<file path="config.mk">
export PLATFORM = sky130hd
export DESIGN_NAME = abt_master
export DESIGN_NICKNAME = d
export VERILOG_FILES = /design/src/hw/abt_pkg.sv /design/src/hw/abt_master.sv /design/src/hw/abt_sync.sv
export SDC_FILE = /design/constraint.sdc
export NUM_CORES = 1
export LEC_CHECK = 0
export BUFFER_PORTS_ARGS = -buffer_cell sky130_fd_sc_hd__buf_2
export CAP_MARGIN = 20
export CORE_ASPECT_RATIO = 0.9
export CORE_MARGIN = 1.5
export CORE_UTILIZATION = 45
export DETAILED_ROUTE_END_ITERATION = 8
export HOLD_SLACK_MARGIN = 0.12
export PLACE_DENSITY_LB_ADDON = 0.25
export SLEW_MARGIN = 20
export SYNTH_ARGS = -nofsm -noshare
export SYNTH_HDL_FRONTEND = slang
export SYNTH_HIERARCHICAL = 1
export SYNTH_SLANG_ARGS = --single-unit
</file>
<file path="constraint.sdc">
create_clock -name mclk -period 5.2 [get_ports mclk]
set_input_delay 1.04 -clock mclk [delete_from_list [all_inputs] [get_ports mclk]]
set_output_delay 1.04 -clock mclk [all_outputs]
set_load 0.01 [all_outputs]
</file>
<file path="src/hw/abt_pkg.sv">
package abt_pkg;

    // ----------------------------------------------------------------
    // bus widths
    // ----------------------------------------------------------------
    localparam int ADDR_W = 23;
    localparam int DATA_W = 16;
    localparam int TERM_W = 3;

    // ----------------------------------------------------------------
    // values after reset (pins are active low, so 1 means negated)
    // ----------------------------------------------------------------
    localparam logic STROBE_OFF = 1'h1;
    localparam logic RW_READ = 1'h1;
    localparam logic [ADDR_W-1:0] ADDR_RST = 23'h000000;
    localparam logic [DATA_W-1:0] DATA_RST = 16'h0000;

    // ----------------------------------------------------------------
    // synchroniser depth in clock cycles
    // ----------------------------------------------------------------
    localparam int SYNC_STAGES = 2;

    // ----------------------------------------------------------------
    // bus master states, one-hot
    // ----------------------------------------------------------------
    typedef enum logic [8:0] {
        ST_IDLE   = 9'h001,
        ST_ADDR   = 9'h002,
        ST_STROBE = 9'h004,
        ST_RWLOW  = 9'h008,
        ST_DRIVE  = 9'h010,
        ST_WAIT   = 9'h020,
        ST_LATCH  = 9'h040,
        ST_ERR    = 9'h080,
        ST_RETRY  = 9'h100
    } abt_state_t;

    // ----------------------------------------------------------------
    // carriers
    // ----------------------------------------------------------------
    typedef struct packed {
        logic write;
        logic upper;
        logic lower;
        logic [ADDR_W-1:0] addr;
        logic [DATA_W-1:0] wdata;
    } abt_req_t;

    // termination inputs, active high after inversion
    typedef struct packed {
        logic ack;
        logic bus_err;
        logic halt;
    } abt_term_t;

endpackage

</file>
<file path="src/hw/abt_master.sv">
`timescale 1ns/1ps
// Contract
// - error termination, then error and halt released: take error trap
// - retry released in proper order: rerun the same bus cycle
// - retry released in wrong order: illegal sequence, vector zero exception
// - halt still held after normal end: next cycle is stretched
// - error still held when next cycle starts: that cycle errors
// - address strobe opens each cycle; write strobes mark valid data
// - no limit on acknowledge wait; wait cycles added one clock each
// - write: read-write line goes low after strobe, before data drive
// - write: byte strobes asserted only after data is on the bus
// - late error must come within its bound, else erratic behaviour
// - no termination seen: hold in wait state, add whole clocks
// - each termination input passes a synchroniser before use
module abt_master #(
    parameter bit LATE_TERM = 1'b1
) (
    input wire logic mclk,
    input wire logic rst,
    input wire logic ce,
    input wire logic req_valid,
    output logic req_ready,
    input wire abt_pkg::abt_req_t req,
    output logic done_pulse,
    output logic error_pulse,
    output logic illegal_pulse,
    output logic [abt_pkg::DATA_W-1:0] rdata,
    output logic address_strobe_n,
    output logic upper_byte_strobe_n,
    output logic lower_byte_strobe_n,
    output logic read_write_n,
    output logic [abt_pkg::ADDR_W-1:0] addr_out,
    output logic [abt_pkg::DATA_W-1:0] data_out,
    output logic data_oe,
    input wire logic [abt_pkg::DATA_W-1:0] data_in,
    input wire logic transfer_acknowledge_n,
    input wire logic bus_error_input_n,
    input wire logic halt_n
);

    // ----------------------------------------------------------------
    // input synchronisers
    // ----------------------------------------------------------------
    abt_pkg::abt_term_t term_s;
    abt_sync #(.WIDTH(abt_pkg::TERM_W)) u_sync (
        .mclk(mclk),
        .rst(rst),
        .ce(ce),
        .din({~transfer_acknowledge_n, ~bus_error_input_n, ~halt_n}),
        .dout(term_s)
    );

    // ----------------------------------------------------------------
    // state and held request
    // ----------------------------------------------------------------
    abt_pkg::abt_state_t state_reg, state_next;
    abt_pkg::abt_req_t cur_reg, cur_next;
    logic err_gone_reg, err_gone_next;
    logic done_next, error_next, illegal_next;

    // halt held after the previous cycle keeps the bus quiet
    assign req_ready = (state_reg == abt_pkg::ST_IDLE) && !term_s.halt;

    always_comb begin
        state_next = state_reg;
        cur_next = cur_reg;
        err_gone_next = err_gone_reg;
        done_next = 1'h0;
        error_next = 1'h0;
        illegal_next = 1'h0;
        case (state_reg)
            abt_pkg::ST_IDLE: begin
                // acknowledge is not looked at here
                if (req_valid && req_ready) begin
                    cur_next = req;
                    state_next = abt_pkg::ST_ADDR;
                end
            end
            abt_pkg::ST_ADDR: begin
                state_next = abt_pkg::ST_STROBE;
            end
            abt_pkg::ST_STROBE: begin
                state_next = cur_reg.write ? abt_pkg::ST_RWLOW : abt_pkg::ST_WAIT;
            end
            abt_pkg::ST_RWLOW: begin
                state_next = abt_pkg::ST_DRIVE;
            end
            abt_pkg::ST_DRIVE: begin
                state_next = abt_pkg::ST_WAIT;
            end
            abt_pkg::ST_WAIT: begin
                // error wins over acknowledge; leftover error ends this cycle too
                if (term_s.bus_err && term_s.halt) begin
                    err_gone_next = 1'h0;
                    state_next = abt_pkg::ST_RETRY;
                end else if (term_s.bus_err) begin
                    state_next = abt_pkg::ST_ERR;
                end else if (term_s.ack) begin
                    state_next = abt_pkg::ST_LATCH;
                end else begin
                    state_next = abt_pkg::ST_WAIT;
                end
            end
            abt_pkg::ST_LATCH: begin
                // late error seen one clock after the acknowledge
                if (LATE_TERM && term_s.bus_err && term_s.halt) begin
                    err_gone_next = 1'h0;
                    state_next = abt_pkg::ST_RETRY;
                end else if (LATE_TERM && term_s.bus_err) begin
                    state_next = abt_pkg::ST_ERR;
                end else begin
                    done_next = 1'h1;
                    state_next = abt_pkg::ST_IDLE;
                end
            end
            abt_pkg::ST_ERR: begin
                if (!term_s.bus_err && !term_s.halt) begin
                    error_next = 1'h1;
                    state_next = abt_pkg::ST_IDLE;
                end
            end
            abt_pkg::ST_RETRY: begin
                if (!term_s.halt) begin
                    if (!term_s.bus_err && err_gone_reg) begin
                        state_next = abt_pkg::ST_ADDR;
                    end else begin
                        illegal_next = 1'h1;
                        state_next = abt_pkg::ST_IDLE;
                    end
                end else if (!term_s.bus_err) begin
                    err_gone_next = 1'h1;
                end
            end
            default: begin
                state_next = abt_pkg::ST_IDLE;
            end
        endcase
    end

    always_ff @(posedge mclk or posedge rst) begin
        if (rst) begin
            state_reg <= abt_pkg::ST_IDLE;
            cur_reg <= '0;
            err_gone_reg <= 1'h0;
            done_pulse <= 1'h0;
            error_pulse <= 1'h0;
            illegal_pulse <= 1'h0;
        end else if (ce) begin
            state_reg <= state_next;
            cur_reg <= cur_next;
            err_gone_reg <= err_gone_next;
            done_pulse <= done_next;
            error_pulse <= error_next;
            illegal_pulse <= illegal_next;
        end
    end

    // ----------------------------------------------------------------
    // pin drive, registered from the next state
    // ----------------------------------------------------------------
    logic as_next, ube_next, lbe_next, rw_next, oe_next;
    logic [abt_pkg::ADDR_W-1:0] addr_next;
    logic [abt_pkg::DATA_W-1:0] dout_next, rdata_next;
    logic in_cycle, strobe_on;

    always_comb begin
        in_cycle = state_next inside {abt_pkg::ST_STROBE, abt_pkg::ST_RWLOW,
            abt_pkg::ST_DRIVE, abt_pkg::ST_WAIT, abt_pkg::ST_LATCH};
        // write strobes wait until data has been driven for a clock
        strobe_on = cur_next.write ?
            (state_next inside {abt_pkg::ST_WAIT, abt_pkg::ST_LATCH}) : in_cycle;
        as_next = !in_cycle;
        ube_next = !(strobe_on && cur_next.upper);
        lbe_next = !(strobe_on && cur_next.lower);
        rw_next = !(cur_next.write && in_cycle && state_next != abt_pkg::ST_STROBE);
        oe_next = cur_next.write &&
            (state_next inside {abt_pkg::ST_DRIVE, abt_pkg::ST_WAIT, abt_pkg::ST_LATCH});
        addr_next = (state_next == abt_pkg::ST_IDLE) ? addr_out : cur_next.addr;
        dout_next = cur_next.wdata;
        // read data taken a clock after the acknowledge, allowing it to lead data
        rdata_next = (state_reg == abt_pkg::ST_LATCH && !cur_reg.write) ?
            data_in : rdata;
    end

    always_ff @(posedge mclk or posedge rst) begin
        if (rst) begin
            address_strobe_n <= abt_pkg::STROBE_OFF;
            upper_byte_strobe_n <= abt_pkg::STROBE_OFF;
            lower_byte_strobe_n <= abt_pkg::STROBE_OFF;
            read_write_n <= abt_pkg::RW_READ;
            data_oe <= 1'h0;
            addr_out <= abt_pkg::ADDR_RST;
            data_out <= abt_pkg::DATA_RST;
            rdata <= abt_pkg::DATA_RST;
        end else if (ce) begin
            address_strobe_n <= as_next;
            upper_byte_strobe_n <= ube_next;
            lower_byte_strobe_n <= lbe_next;
            read_write_n <= rw_next;
            data_oe <= oe_next;
            addr_out <= addr_next;
            data_out <= dout_next;
            rdata <= rdata_next;
        end
    end

    // ----------------------------------------------------------------
    // checks
    // ----------------------------------------------------------------
    logic strobes_on;
    assign strobes_on = !upper_byte_strobe_n || !lower_byte_strobe_n;

    a_idle_quiet: assert property (@(posedge mclk iff ce) disable iff (rst)
        state_reg == abt_pkg::ST_IDLE && $past(state_reg) == abt_pkg::ST_IDLE
        |-> address_strobe_n && !strobes_on)
        else $error("strobe active while idle");
    a_as_opens: assert property (@(posedge mclk iff ce) disable iff (rst)
        state_reg == abt_pkg::ST_ADDR |=> !address_strobe_n ##1 !address_strobe_n)
        else $error("address strobe not asserted at cycle start");
    a_rw_before_data: assert property (@(posedge mclk iff ce) disable iff (rst)
        $rose(data_oe) |-> !read_write_n && $past(!read_write_n) && !address_strobe_n)
        else $error("data driven before read-write low");
    a_data_before_strobe: assert property (@(posedge mclk iff ce) disable iff (rst)
        !read_write_n && strobes_on |-> data_oe && $past(data_oe))
        else $error("write strobe before data valid");
    a_wait_holds: assert property (@(posedge mclk iff ce) disable iff (rst)
        state_reg == abt_pkg::ST_WAIT && !term_s.ack && !term_s.bus_err
        |=> state_reg == abt_pkg::ST_WAIT && !address_strobe_n)
        else $error("wait state left without termination");
    a_error_trap: assert property (@(posedge mclk iff ce) disable iff (rst)
        state_reg == abt_pkg::ST_ERR && !term_s.bus_err && !term_s.halt
        |=> error_pulse ##1 !error_pulse)
        else $error("bus error trap not reported");
    a_rerun_cycle: assert property (@(posedge mclk iff ce) disable iff (rst)
        state_reg == abt_pkg::ST_RETRY && err_gone_reg && !term_s.bus_err && !term_s.halt
        |=> state_reg == abt_pkg::ST_ADDR ##2 !address_strobe_n)
        else $error("retry did not rerun cycle");
    a_illegal_order: assert property (@(posedge mclk iff ce) disable iff (rst)
        state_reg == abt_pkg::ST_RETRY && !term_s.halt && (term_s.bus_err || !err_gone_reg)
        |=> illegal_pulse && state_reg == abt_pkg::ST_IDLE)
        else $error("illegal release order not flagged");
    a_halt_stretch: assert property (@(posedge mclk iff ce) disable iff (rst)
        state_reg == abt_pkg::ST_IDLE && term_s.halt |=> state_reg == abt_pkg::ST_IDLE)
        else $error("cycle started while halt held");
    a_leftover_error: assert property (@(posedge mclk iff ce) disable iff (rst)
        state_reg == abt_pkg::ST_WAIT && term_s.bus_err && !term_s.halt
        |=> state_reg == abt_pkg::ST_ERR ##1 address_strobe_n)
        else $error("leftover bus error did not end cycle");
    a_sync_delay: assert property (@(posedge mclk iff ce) disable iff (rst)
        ##2 term_s.bus_err == $past(!bus_error_input_n, 2))
        else $error("synchroniser delay wrong");
    a_late_error: assert property (@(posedge mclk iff ce) disable iff (rst)
        LATE_TERM && state_reg == abt_pkg::ST_LATCH && term_s.bus_err && !term_s.halt
        |=> state_reg == abt_pkg::ST_ERR && !done_pulse)
        else $error("late bus error missed");

    c_read_done: cover property (@(posedge mclk iff ce) disable iff (rst)
        read_write_n && done_pulse);
    c_write_done: cover property (@(posedge mclk iff ce) disable iff (rst)
        cur_reg.write && done_pulse);
    c_rerun: cover property (@(posedge mclk iff ce) disable iff (rst)
        state_reg == abt_pkg::ST_RETRY ##1 state_reg == abt_pkg::ST_ADDR);
    c_trap: cover property (@(posedge mclk iff ce) disable iff (rst) error_pulse);

endmodule // abt_master

</file>
<file path="src/hw/abt_sync.sv">
`timescale 1ns/1ps
module abt_sync #(
    parameter int WIDTH = 3
) (
    input wire logic mclk,
    input wire logic rst,
    input wire logic ce,
    input wire logic [WIDTH-1:0] din,
    output logic [WIDTH-1:0] dout
);

    // ----------------------------------------------------------------
    // two flops per bit; the first is read only by the second
    // ----------------------------------------------------------------
    genvar i;
    generate
        for (i = 0; i < WIDTH; i++) begin : g_bit
            logic meta_reg;
            logic meta_next;
            logic sync_reg;
            logic sync_next;
            always_comb begin
                meta_next = ce ? din[i] : meta_reg;
                sync_next = ce ? meta_reg : sync_reg;
            end
            always_ff @(posedge mclk or posedge rst) begin
                if (rst) begin
                    meta_reg <= 1'h0;
                    sync_reg <= 1'h0;
                end else begin
                    meta_reg <= meta_next;
                    sync_reg <= sync_next;
                end
            end
            assign dout[i] = sync_reg;
        end
    endgenerate

endmodule // abt_sync

</file>
==> metrics.txt, run 1 <==
status finished, final reports clean; Final Setup Violations 0; DRC viols 0; antenna diode count 0; ys async rst share 100%; Post-Place Worst Slack 1.43 ns; GRT Total Usage 17.4%; maximum fanout along the worst path 42; flops & latches, synth 105; Syn Area/Cell 13.4 sq um; Worst R2R Start state_reg[4]$_DFFE_PP0P_; initial antenna violation count 0; DIE AREA 11,700 sq um; Synth Instances 373; R2R Setup Slk 1.77 ns; post-synthesis net count 438; top cells by area, synth dfrtp_1 50%, mux2_2 21%, mux2_4 7.5%; Initial Util 46.2%; final wirelength 9.85 mm; hold path depth 2; min cycle time layout 3.43 ns; LEAKAGE 0.00285 uW; Post-Syn Area 4990 sq um; final number of hold-violating endpoints 0; First DRT Iteration DRCs 110; max FFs per register 26; Die Y 103 um; period utilisation layout 66.0%; setup TNS 0 ns; Crit path required time 5.42 ns; Skew-Pair Late Insertion Delay 0.35 ns; Longest Clk Path Bufs 2; placed cell area 5550 sq um; placed cells 595; top cell type's share of synthesized area 50.1%; Non-Filler Instances 611; Hold Path Sink read_write_n$_DFFE_PP1P_; r2r endpoint data_out[4]$_DFFE_PP0P_; Post-synth top flop dfrtp_1; gpl congestion 0.858; fin area 5830 sq um; CTS Hold Buffers Added 0; Vias 3,190; DP HPWL 6.84 mm; FF/Latch Area 2630 sq um; final setup margin 1.77 ns; PD cells 480 nW/um^2; Critical Path Slowest Stage Cell or2_2; Setup crit start kind flop; Die W 114 um; RSZ-0062 raised after global routing false; critical setup path kind reg2reg; dominant cell type by area after synthesis dfrtp_1; clk root buf clkbuf_16; CP peak stage delay 1.01 ns; max-slew violations 0; clk_skew 0.00976 ns; crit path cell chain nor2_1, nand4_2, or2_2, mux2_2; area of the multi-input gates 2040 sq um; Max Fclk 291 MHz; synthesis-to-layout area growth 16.8%; core area 10,800 sq um; fraction of layout instances using a drive strength above 1 57.5%; H-tree Lvls 3; Critical Path AT 3.66 ns; first-pass GRT wire length 15.8 mm; most common cell after layout, fill and taps aside buf_2; Tightest Pin Transition 1.03 ns; CP top delay family simple AND/OR/NAND/NOR gates; CTS tree built; Hold Crit Class reg2reg; # IOs 129; min-delay src read_write_n$_DFFE_PP1P_; final hold slack 0.492 ns; vias in the first global route 3,244; drt first pass iters 4; register area share after synthesis 52.7%; CTS resizes 0; drt wl/cell 16.1 um; Fillers 945; crit path buf inv count 0; clk slew on worst S/H paths 0.07 ns; commonest cells after routing, fill and taps aside 128 x buf_2, 100 x dfrtp_1, 91 x mux2_2; number of flops mapped to enable cells by yosys 0; Port Buffers 128; post-CTS setup buffers 0; post-route ant nets 0; maxcap violations 0; Slew HR 31.6%; row count 36; CTS Buf Count 9; pin count of the biggest net entering global routing 63; CP endpoint kind flop; Peak VDD IR 324 uV; nets@finish 538; grt total ovfl 0; CTS sink count 105; cells on worst reg2reg path 4; synth unique cells 47; via-per-instance ratio 5.22; Synth Warn # 6
power breakdown:
part / internal [uW] / switching (uW) / leakage [uW]
logic: 530 / 366 / 0.00140
clock network: 342 / 308 / 0.000132
registers: 1100 / 160 / 0.00131
per-stage QoR:
stage | util, % | power (uW)
after floorplan | - | 1970
after global placement | 51.3 | 2140
after detailed placement | 51.3 | 2180
after CTS | 54.0 | 2840
after global routing | 54.0 | 2970
final | 54.0 | 2800
synth_stat cells, drive strengths merged, types with 3 or more instances:
master  instances
nand4           3
nand2b          3
nor2b           4
nor4            3
a31oi           3
dfstp           5
o21ai           9
dfrtp         100
clkbuf          9
inv            13
nand2           7
nor4b           4
nor3            7
mux2          116
buf            32
nand3           7
nor2           13
a21oi           7
layout make-up:
type,count,area share (%)
Sequential cell,105,45.1
Multi-Input combinational cell,214,35.0
Timing Repair Buffer,130,11.2
Clock buffer,11,4.16
Tap cell,133,2.85
Inverter,13,0.879
Clock inverter,5,0.708
metal layers:
| metal | track usage (%) | wire (um) | up-vias |
|---|---|---|---|
| met5 | 0 | 0 | - |
| met4 | 4.23 | 102 | 0 |
| met3 | 6.47 | 582 | 10 |
| met2 | 29.0 | 4880 | 80 |
| met1 | 21.6 | 4290 | 1595 |
| li1 | - | - | 1505 |
worst reg2reg max path: stages (launching register included):
cell     delay (ns)
dfrtp_1        0.44
nor2_1         0.51
nand4_2        0.90
or2_2          1.01
mux2_2         0.45
worst max-delay path by stage:
stage | start | endpoint | slack, ns | cells after the start
4_1_cts | state_reg[4]$_DFFE_PP0P_ | data_out[2]$_DFFE_PP0P_ | 1.72 | 4
6_report | state_reg[4]$_DFFE_PP0P_ | data_out[4]$_DFFE_PP0P_ | 1.77 | 4
2_1_floorplan | rst | addr_out[0]$_DFFE_PP0P_ | 1.58 | 1
3_3_place_gp | req_valid | data_out[7]$_DFFE_PP0P_ | 1.41 | 5
3_5_place_dp | req_valid | data_out[2]$_DFFE_PP0P_ | 1.43 | 5
5_1_grt | state_reg[4]$_DFFE_PP0P_ | cur_reg[28]$_DFFE_PP0P_ | 1.47 | 4
logic make-up after synthesis:
group                     count (synthesis)  share of synthesized area (%)
AOI/OAI and AO/OA                        35                           5.04
xor gates and xnor gates                  4                          0.702
buffers and inverters                    54                           6.36
DFF                                     105                           52.7
muxes                                   116                           28.0
and+or+nand+nor                          59                           7.14
Power figures use the tool's default switching activity.
==> run 2, diff against run 1 <==
--- a/config.mk
+++ b/config.mk
@@ -5,6 +5,7 @@
 export SDC_FILE = /design/constraint.sdc
 export NUM_CORES = 1
 export LEC_CHECK = 0
+export ABC_AREA = 1
 export BUFFER_PORTS_ARGS = -buffer_cell sky130_fd_sc_hd__buf_2
 export CAP_MARGIN = 20
 export CORE_ASPECT_RATIO = 0.9
==> constraint.sdc (replaced) <==
create_clock -name mclk -period 2.94 [get_ports mclk]
set_input_delay 0.588 -clock mclk [delete_from_list [all_inputs] [get_ports mclk]]
set_output_delay 0.588 -clock mclk [all_outputs]
set_load 0.01 [all_outputs]
==> metrics.txt, run 2 <==
row count 36 (unchanged); min cycle time layout 2.41 ns (was 3.43 ns); Internal 3020 uW (was 1970 uW); status finished, final reports clean (unchanged); PD cells 744 nW/um^2 (was 480 nW/um^2); CTS resizes 0 (unchanged); maximum fanout along the worst path 25 (was 42); GRT Total Usage 18.5% (was 17.4%); CTS Hold Buffers Added 0 (unchanged); post-CTS setup buffers 0 (unchanged); switching share of power 31.1% (was 29.8%); setup TNS 0 ns (unchanged); H-tree Lvls 3 (unchanged); first-pass GRT wire length 17.3 mm (was 15.8 mm); period utilisation layout 81.9% (was 66.0%); synthesis-to-layout area growth 18.3% (was 16.8%); Non-Filler Instances 786 (was 611); Synth Instances 544 (was 373); most frequent cell after synthesis nand2_1 (was dfrtp_1); fraction of layout instances using a drive strength above 1 31.2% (was 57.5%); clk slew on worst S/H paths 0.07 ns (about the same); drt first pass iters 4 (unchanged); Fillers 996 (was 945); post-route ant nets 0 (unchanged); First DRT Iteration DRCs 257 (was 110); CTS tree built (unchanged); clk root buf clkbuf_16 (unchanged); Max Fclk 415 MHz (was 291 MHz); Skew-Pair Late Insertion Delay 0.35 ns (about the same); top cell type's share of synthesized area 50.2% (was 50.1%); CTS Buf Count 9 (unchanged); Die Y 103 um (about the same); Critical Path AT 2.64 ns (was 3.66 ns); max FFs per register 26 (unchanged); DRC viols 0 (unchanged); commonest cells after routing, fill and taps aside 147 x nand2_1, 128 x buf_2, 100 x dfrtp_1 (was 128 x buf_2, 100 x dfrtp_1, 91 x mux2_2); vias in the first global route 3,698 (was 3,244); Final Setup Violations 0 (unchanged); nets@finish 711 (was 538); Tightest Pin Transition 0.590 ns (was 1.03 ns); register area share after synthesis 52.8% (was 52.7%); Initial Util 46.1% (was 46.2%); core area 10,800 sq um (unchanged); initial antenna violation count 0 (unchanged); Die W 114 um (about the same); Syn Area/Cell 9.16 sq um (was 13.4 sq um); drt wl/cell 13.6 um (was 16.1 um); placed cells 768 (was 595); Post-Syn Area 4980 sq um (was 4990 sq um); ys async rst share 100% (unchanged); flops & latches, synth 105 (unchanged); most common cell after layout, fill and taps aside nand2_1 (was buf_2); pin count of the biggest net entering global routing 57 (was 63); Post-synth top cells 147 x nand2_1, 100 x dfrtp_1, 57 x o21ai_0 (was 100 x dfrtp_1, 91 x mux2_2, 25 x mux2_4); Flop pwr share 46.7% (was 44.9%); maxcap violations 0 (unchanged); post-synthesis net count 609 (was 438); Clk pwr share 28.3% (was 23.2%); dominant cell type by area after synthesis dfrtp_1 (unchanged); Hold Crit Class in2async (was reg2reg); # IOs 129 (unchanged); number of flops mapped to enable cells by yosys 0 (unchanged); Vias 3,921 (was 3,190); CTS sink count 105 (unchanged); clk_skew 0.00856 ns (was 0.00976 ns); Final Power 4390 uW (was 2800 uW); Port Buffers 128 (unchanged); power share of the combinational group 25.0% (was 32.0%); Post-synth top flop dfrtp_1 (unchanged); LEAKAGE 0.00325 uW (was 0.00285 uW); Crit path required time 3.17 ns (was 5.42 ns); max-slew violations 0 (unchanged); NetSw 1360 uW (was 834 uW); via-per-instance ratio 4.99 (was 5.22); synth unique cells 30 (was 47); top cells by area, synth dfrtp_1 50%, nand2_1 11%, o21ai_0 5.7% (was dfrtp_1 50%, mux2_2 21%, mux2_4 7.5%); RSZ-0062 raised after global routing false (unchanged); final wirelength 10.7 mm (was 9.85 mm); Slew HR 60.6% (was 31.6%); gpl congestion 0.967 (was 0.858); Synth Warn # 6 (unchanged); critical setup path kind reg2reg (unchanged); CP endpoint kind flop (unchanged); grt total ovfl 0 (unchanged); final number of hold-violating endpoints 0 (unchanged); Peak VDD IR 424 uV (was 324 uV); Longest Clk Path Bufs 2 (unchanged); DIE AREA 11,700 sq um (about the same); Setup crit start kind flop (unchanged); DP HPWL 7.65 mm (was 6.84 mm); final hold slack 0.179 ns (was 0.492 ns)
[run 2: cell families after synthesis]
kind of cell	count (synthesis)	synth area share (%)
flops	105	52.8
compound gates	73	7.63
mux	32	7.91
buf+inv	99	9.79
simple gates	235	21.8
[run 2: final cells by class]
type                    instances  area, sq um  share of cell area [%]
inverters                      55          210                    3.57
well taps                     133          166                    2.82
multi-input cells             340         1860                    31.6
diodes                          2         5.00                  0.0849
clock buffers                  10          239                    4.05
repair buffers                135          706                    12.0
flip-flops and latches        105         2630                    44.7
clock inverters                 6         73.8                    1.25
[run 2: path summary, 6_finish.rpt]
kind | startpoint | endpoint | slack (ns) | cells past startpoint
min in group mclk | req[2] | data_out[2]$_DFFE_PP0P_ | 0.46 | 2
max | state_reg[0]$_DFFE_PP1P_ | addr_out[16]$_DFFE_PP0P_ | 0.53 | 11
min reg2reg | addr_out[12]$_DFFE_PP0P_ | addr_out[12]$_DFFE_PP0P_ | 0.47 | 2
max reg2reg | state_reg[0]$_DFFE_PP1P_ | addr_out[16]$_DFFE_PP0P_ | 0.53 | 11
min | rst | u_sync/g_bit[1].meta_reg$_DFFE_PP0P_ | 0.18 | 2
max in group asynchronous | rst | address_strobe_n$_DFFE_PP1P_ | 1.91 | 3
[run 2: worst max-delay path, stage by stage (launching register included)]
cell and delay [ns]:
dfstp_2 0.55, nor2_1 0.06, nand2_1 0.15, nor2_2 0.08, inv_2 0.11, nor2_4 0.05, nand2_1 0.09, nand3_2 0.12
nor2_8 0.32, nand3_2 0.49, nand2_1 0.19, nand2_1 0.07
[run 2: metal layers]
layer / track usage, % / routed length [um] / up-vias
li1: - / - / 1950
met1: 24.5 / 4890 / 1829
met2: 30.5 / 5040 / 132
met3: 4.06 / 675 / 10
met4: 6.35 / 111 / 0
met5: 0 / 0 / -
[run 2: stage by stage]
step                      cell area [sq um]  utilization (%)  setup WS [ns]
final                                  5900             54.5          0.531
after global routing                   5890             54.5          0.333
after CTS                              5890             54.5          0.530
after detailed placement               5580             51.6          0.538
after global placement                 5580             51.6          0.661
after floorplan                        4990                -           1.18
[run 2: power groups by stage]
stage	sequential (uW)	clock (uW)	combinational (uW)
floorplan	2130	0	713
global placement	2060	0	1080
detailed placement	2070	0	1110
CTS	2050	1280	1120
global route	2100	1340	1250
finish	2050	1240	1100
==> run 3, diff against run 2 <==
--- a/config.mk
+++ b/config.mk
@@ -5,7 +5,7 @@
 export SDC_FILE = /design/constraint.sdc
 export NUM_CORES = 1
 export LEC_CHECK = 0
-export ABC_AREA = 1
+export ABC_AREA = 0
 export BUFFER_PORTS_ARGS = -buffer_cell sky130_fd_sc_hd__buf_2
 export CAP_MARGIN = 20
 export CORE_ASPECT_RATIO = 0.9
==> constraint.sdc (replaced) <==
create_clock -name mclk -period 2.22 [get_ports mclk]
set_input_delay 0.444 -clock mclk [delete_from_list [all_inputs] [get_ports mclk]]
set_output_delay 0.444 -clock mclk [all_outputs]
set_load 0.01 [all_outputs]
==> metrics.txt, run 3 (synthesized netlist as in run 1, its figures left out) <==
status complete, but fails checks (was finished, final reports clean); failing checks negative setup slack; DIE AREA 11,700 sq um (about the same); min cycle time layout 2.37 ns (was 2.41 ns); LEAKAGE 0.00313 uW (was 0.00325 uW); Longest Clk Path Bufs 2 (unchanged); H-tree Lvls 3 (unchanged); fin area 6320 sq um (was 5900 sq um); clk slew on worst S/H paths 0.07 ns (about the same); gpl congestion 0.906 (was 0.967); Die Y 103 um (about the same); Max Fclk 422 MHz (was 415 MHz); via-per-instance ratio 5.16 (was 4.99); CTS Buf Count 9 (unchanged); antenna diode count 0 (was 2); drt first pass iters 4 (unchanged); CP peak stage delay 0.46 ns (was 0.55 ns); clk root buf clkbuf_16 (unchanged); critical setup path kind reg2reg (unchanged); vias in the first global route 3,468 (was 3,698); crit path buf inv count 2 (was 1); CP top delay family compound AO/OA/AOI/OAI gates (was simple AND/OR/NAND/NOR gates); Final Setup Violations 24 (was 0); max-slew violations 0 (unchanged); Skew-Pair Late Insertion Delay 0.34 ns (was 0.35 ns); Fillers 905 (was 996); DRC viols 0 (unchanged); placed cells 630 (was 768); Port Buffers 128 (unchanged); first-pass GRT wire length 16.9 mm (was 17.3 mm); Final Power 7130 uW (was 4390 uW); most common cell after layout, fill and taps aside buf_2 (was nand2_1); CTS sink count 105 (unchanged); CP endpoint kind flop (unchanged); setup TNS -3.22 ns (was 0 ns); core area 10,800 sq um (unchanged); commonest cells after routing, fill and taps aside 128 x buf_2, 98 x dfrtp_1, 87 x mux2_2 (was 147 x nand2_1, 128 x buf_2, 100 x dfrtp_1); maxcap violations 0 (unchanged); R2R Setup Slk -0.15 ns (was 0.53 ns); maximum fanout along the worst path 8 (was 25); synthesis-to-layout area growth 26.5% (was 18.3%); Non-Filler Instances 653 (was 786); Crit path required time 2.45 ns (was 3.17 ns); Initial Util 46.2% (was 46.1%); nets@finish 581 (was 711); Setup crit start kind flop (unchanged); Hold Crit Class in2reg (was in2async); r2r endpoint addr_out[6]$_DFFE_PP0P_ (was addr_out[16]$_DFFE_PP0P_); crit path cell chain nor4_4, a22oi_1, o31a_1, a2111oi_4, buf_4, buf_6, mux2_4 (was nor2_1, nand2_1, nor2_2, inv_2, nor2_4, nand2_1, nand3_2, nor2_8, nand3_2, nand2_1, nand2_1); Tightest Pin Transition 0.549 ns (was 0.590 ns); CTS tree built (unchanged); grt total ovfl 0 (unchanged); clk_skew 0.00691 ns (was 0.00856 ns); Worst R2R Start state_reg[7]$_DFFE_PP0P_ (was state_reg[0]$_DFFE_PP1P_); cells on worst reg2reg path 7 (was 11); initial antenna violation count 0 (unchanged); final wirelength 10.7 mm (about the same); max FFs per register 26 (unchanged); period utilisation layout 107% (was 81.9%); pin count of the biggest net entering global routing 100 (was 57); Critical Path Slowest Stage Cell dfrtp_2 (was dfstp_2); Slew HR 63.4% (was 60.6%); GRT Total Usage 18.5% (about the same); placed cell area 5850 sq um (was 5580 sq um); DP HPWL 7.46 mm (was 7.65 mm); CP startpoint state_reg[7]$_DFFE_PP0P_ (was state_reg[0]$_DFFE_PP1P_); Critical Path AT 2.60 ns (was 2.64 ns); RSZ-0062 raised after global routing true (was false); Vias 3,369 (was 3,921); fraction of layout instances using a drive strength above 1 61.9% (was 31.2%); worst setup path endpoint addr_out[6]$_DFFE_PP0P_ (was addr_out[16]$_DFFE_PP0P_); Die W 114 um (about the same); drt wl/cell 16.3 um (was 13.6 um); post-route ant nets 0 (unchanged); Peak VDD IR 953 uV (was 424 uV); WP depth 7 (was 11); First DRT Iteration DRCs 122 (was 257); row count 36 (unchanged); PD cells 1130 nW/um^2 (was 744 nW/um^2); # IOs 129 (unchanged); final setup margin -0.150 ns (was 0.531 ns); final number of hold-violating endpoints 0 (unchanged)
run 3: through the flow:
stage	util, %	hold WS [ns]	setup WS [ns]
after global placement	54.1	0.398	-0.0678
after detailed placement	54.1	0.398	-0.107
after global routing	58.4	0.318	-0.224
after floorplan	-	0.235	-0.126
final	58.4	0.325	-0.150
after CTS	57.6	0.320	-0.106
run 3: worst min-delay path by stage:
stage,from,endpoint,slack [ns],cells after the start
after floorplan,rst,u_sync/g_bit[0].meta_reg$_DFFE_PP0P_,0.23,1
after global placement,rst,u_sync/g_bit[0].meta_reg$_DFFE_PP0P_,0.40,2
after detailed placement,rst,u_sync/g_bit[0].meta_reg$_DFFE_PP0P_,0.40,2
after CTS,data_in[6],rdata[6]$_DFFE_PP0P_,0.32,2
after global routing,data_in[5],rdata[5]$_DFFE_PP0P_,0.32,2
final,req[8],data_out[8]$_DFFE_PP0P_,0.33,2
run 3: cell type report:
type / instances / area (sq um) / area share [%]
Tap cell: 133 / 166 / 2.63
Clock buffer: 10 / 229 / 3.62
Inverter: 13 / 52.6 / 0.832
Timing Repair Buffer: 173 / 1050 / 16.6
Sequential cell: 105 / 2640 / 41.7
Multi-Input combinational cell: 214 / 2080 / 33.0
Clock inverter: 5 / 104 / 1.64
run 3: report_power, final:
group | switching, uW | leakage [uW] | total [uW] | internal [uW]
logic | 958 | 0.00166 | 2400 | 1440
registers | 359 | 0.00131 | 2930 | 2570
clock network | 707 | 0.000163 | 1810 | 1100
total | 2020 | 0.00313 | 7130 | 5110
run 3: layer usage:
metal | vias up | part of all wire [%] | global-route usage (%)
met5 | - | 0 | 0
met4 | 0 | 1.1 | 4.33
met3 | 12 | 6.1 | 6.47
met2 | 93 | 49 | 30.7
met1 | 1687 | 44 | 23.6
li1 | 1577 | - | -
run 3: what timing repair did:
item / CTS / global route
gates resized for setup: 7 / 8
setup buffers: 1 / 5
gates cloned: 0 / 1
setup endpoints to repair: 26 / 26
hold endpoints to repair: 6 / 0
pin swaps: 1 / 4
hold buffers: 1 / 0
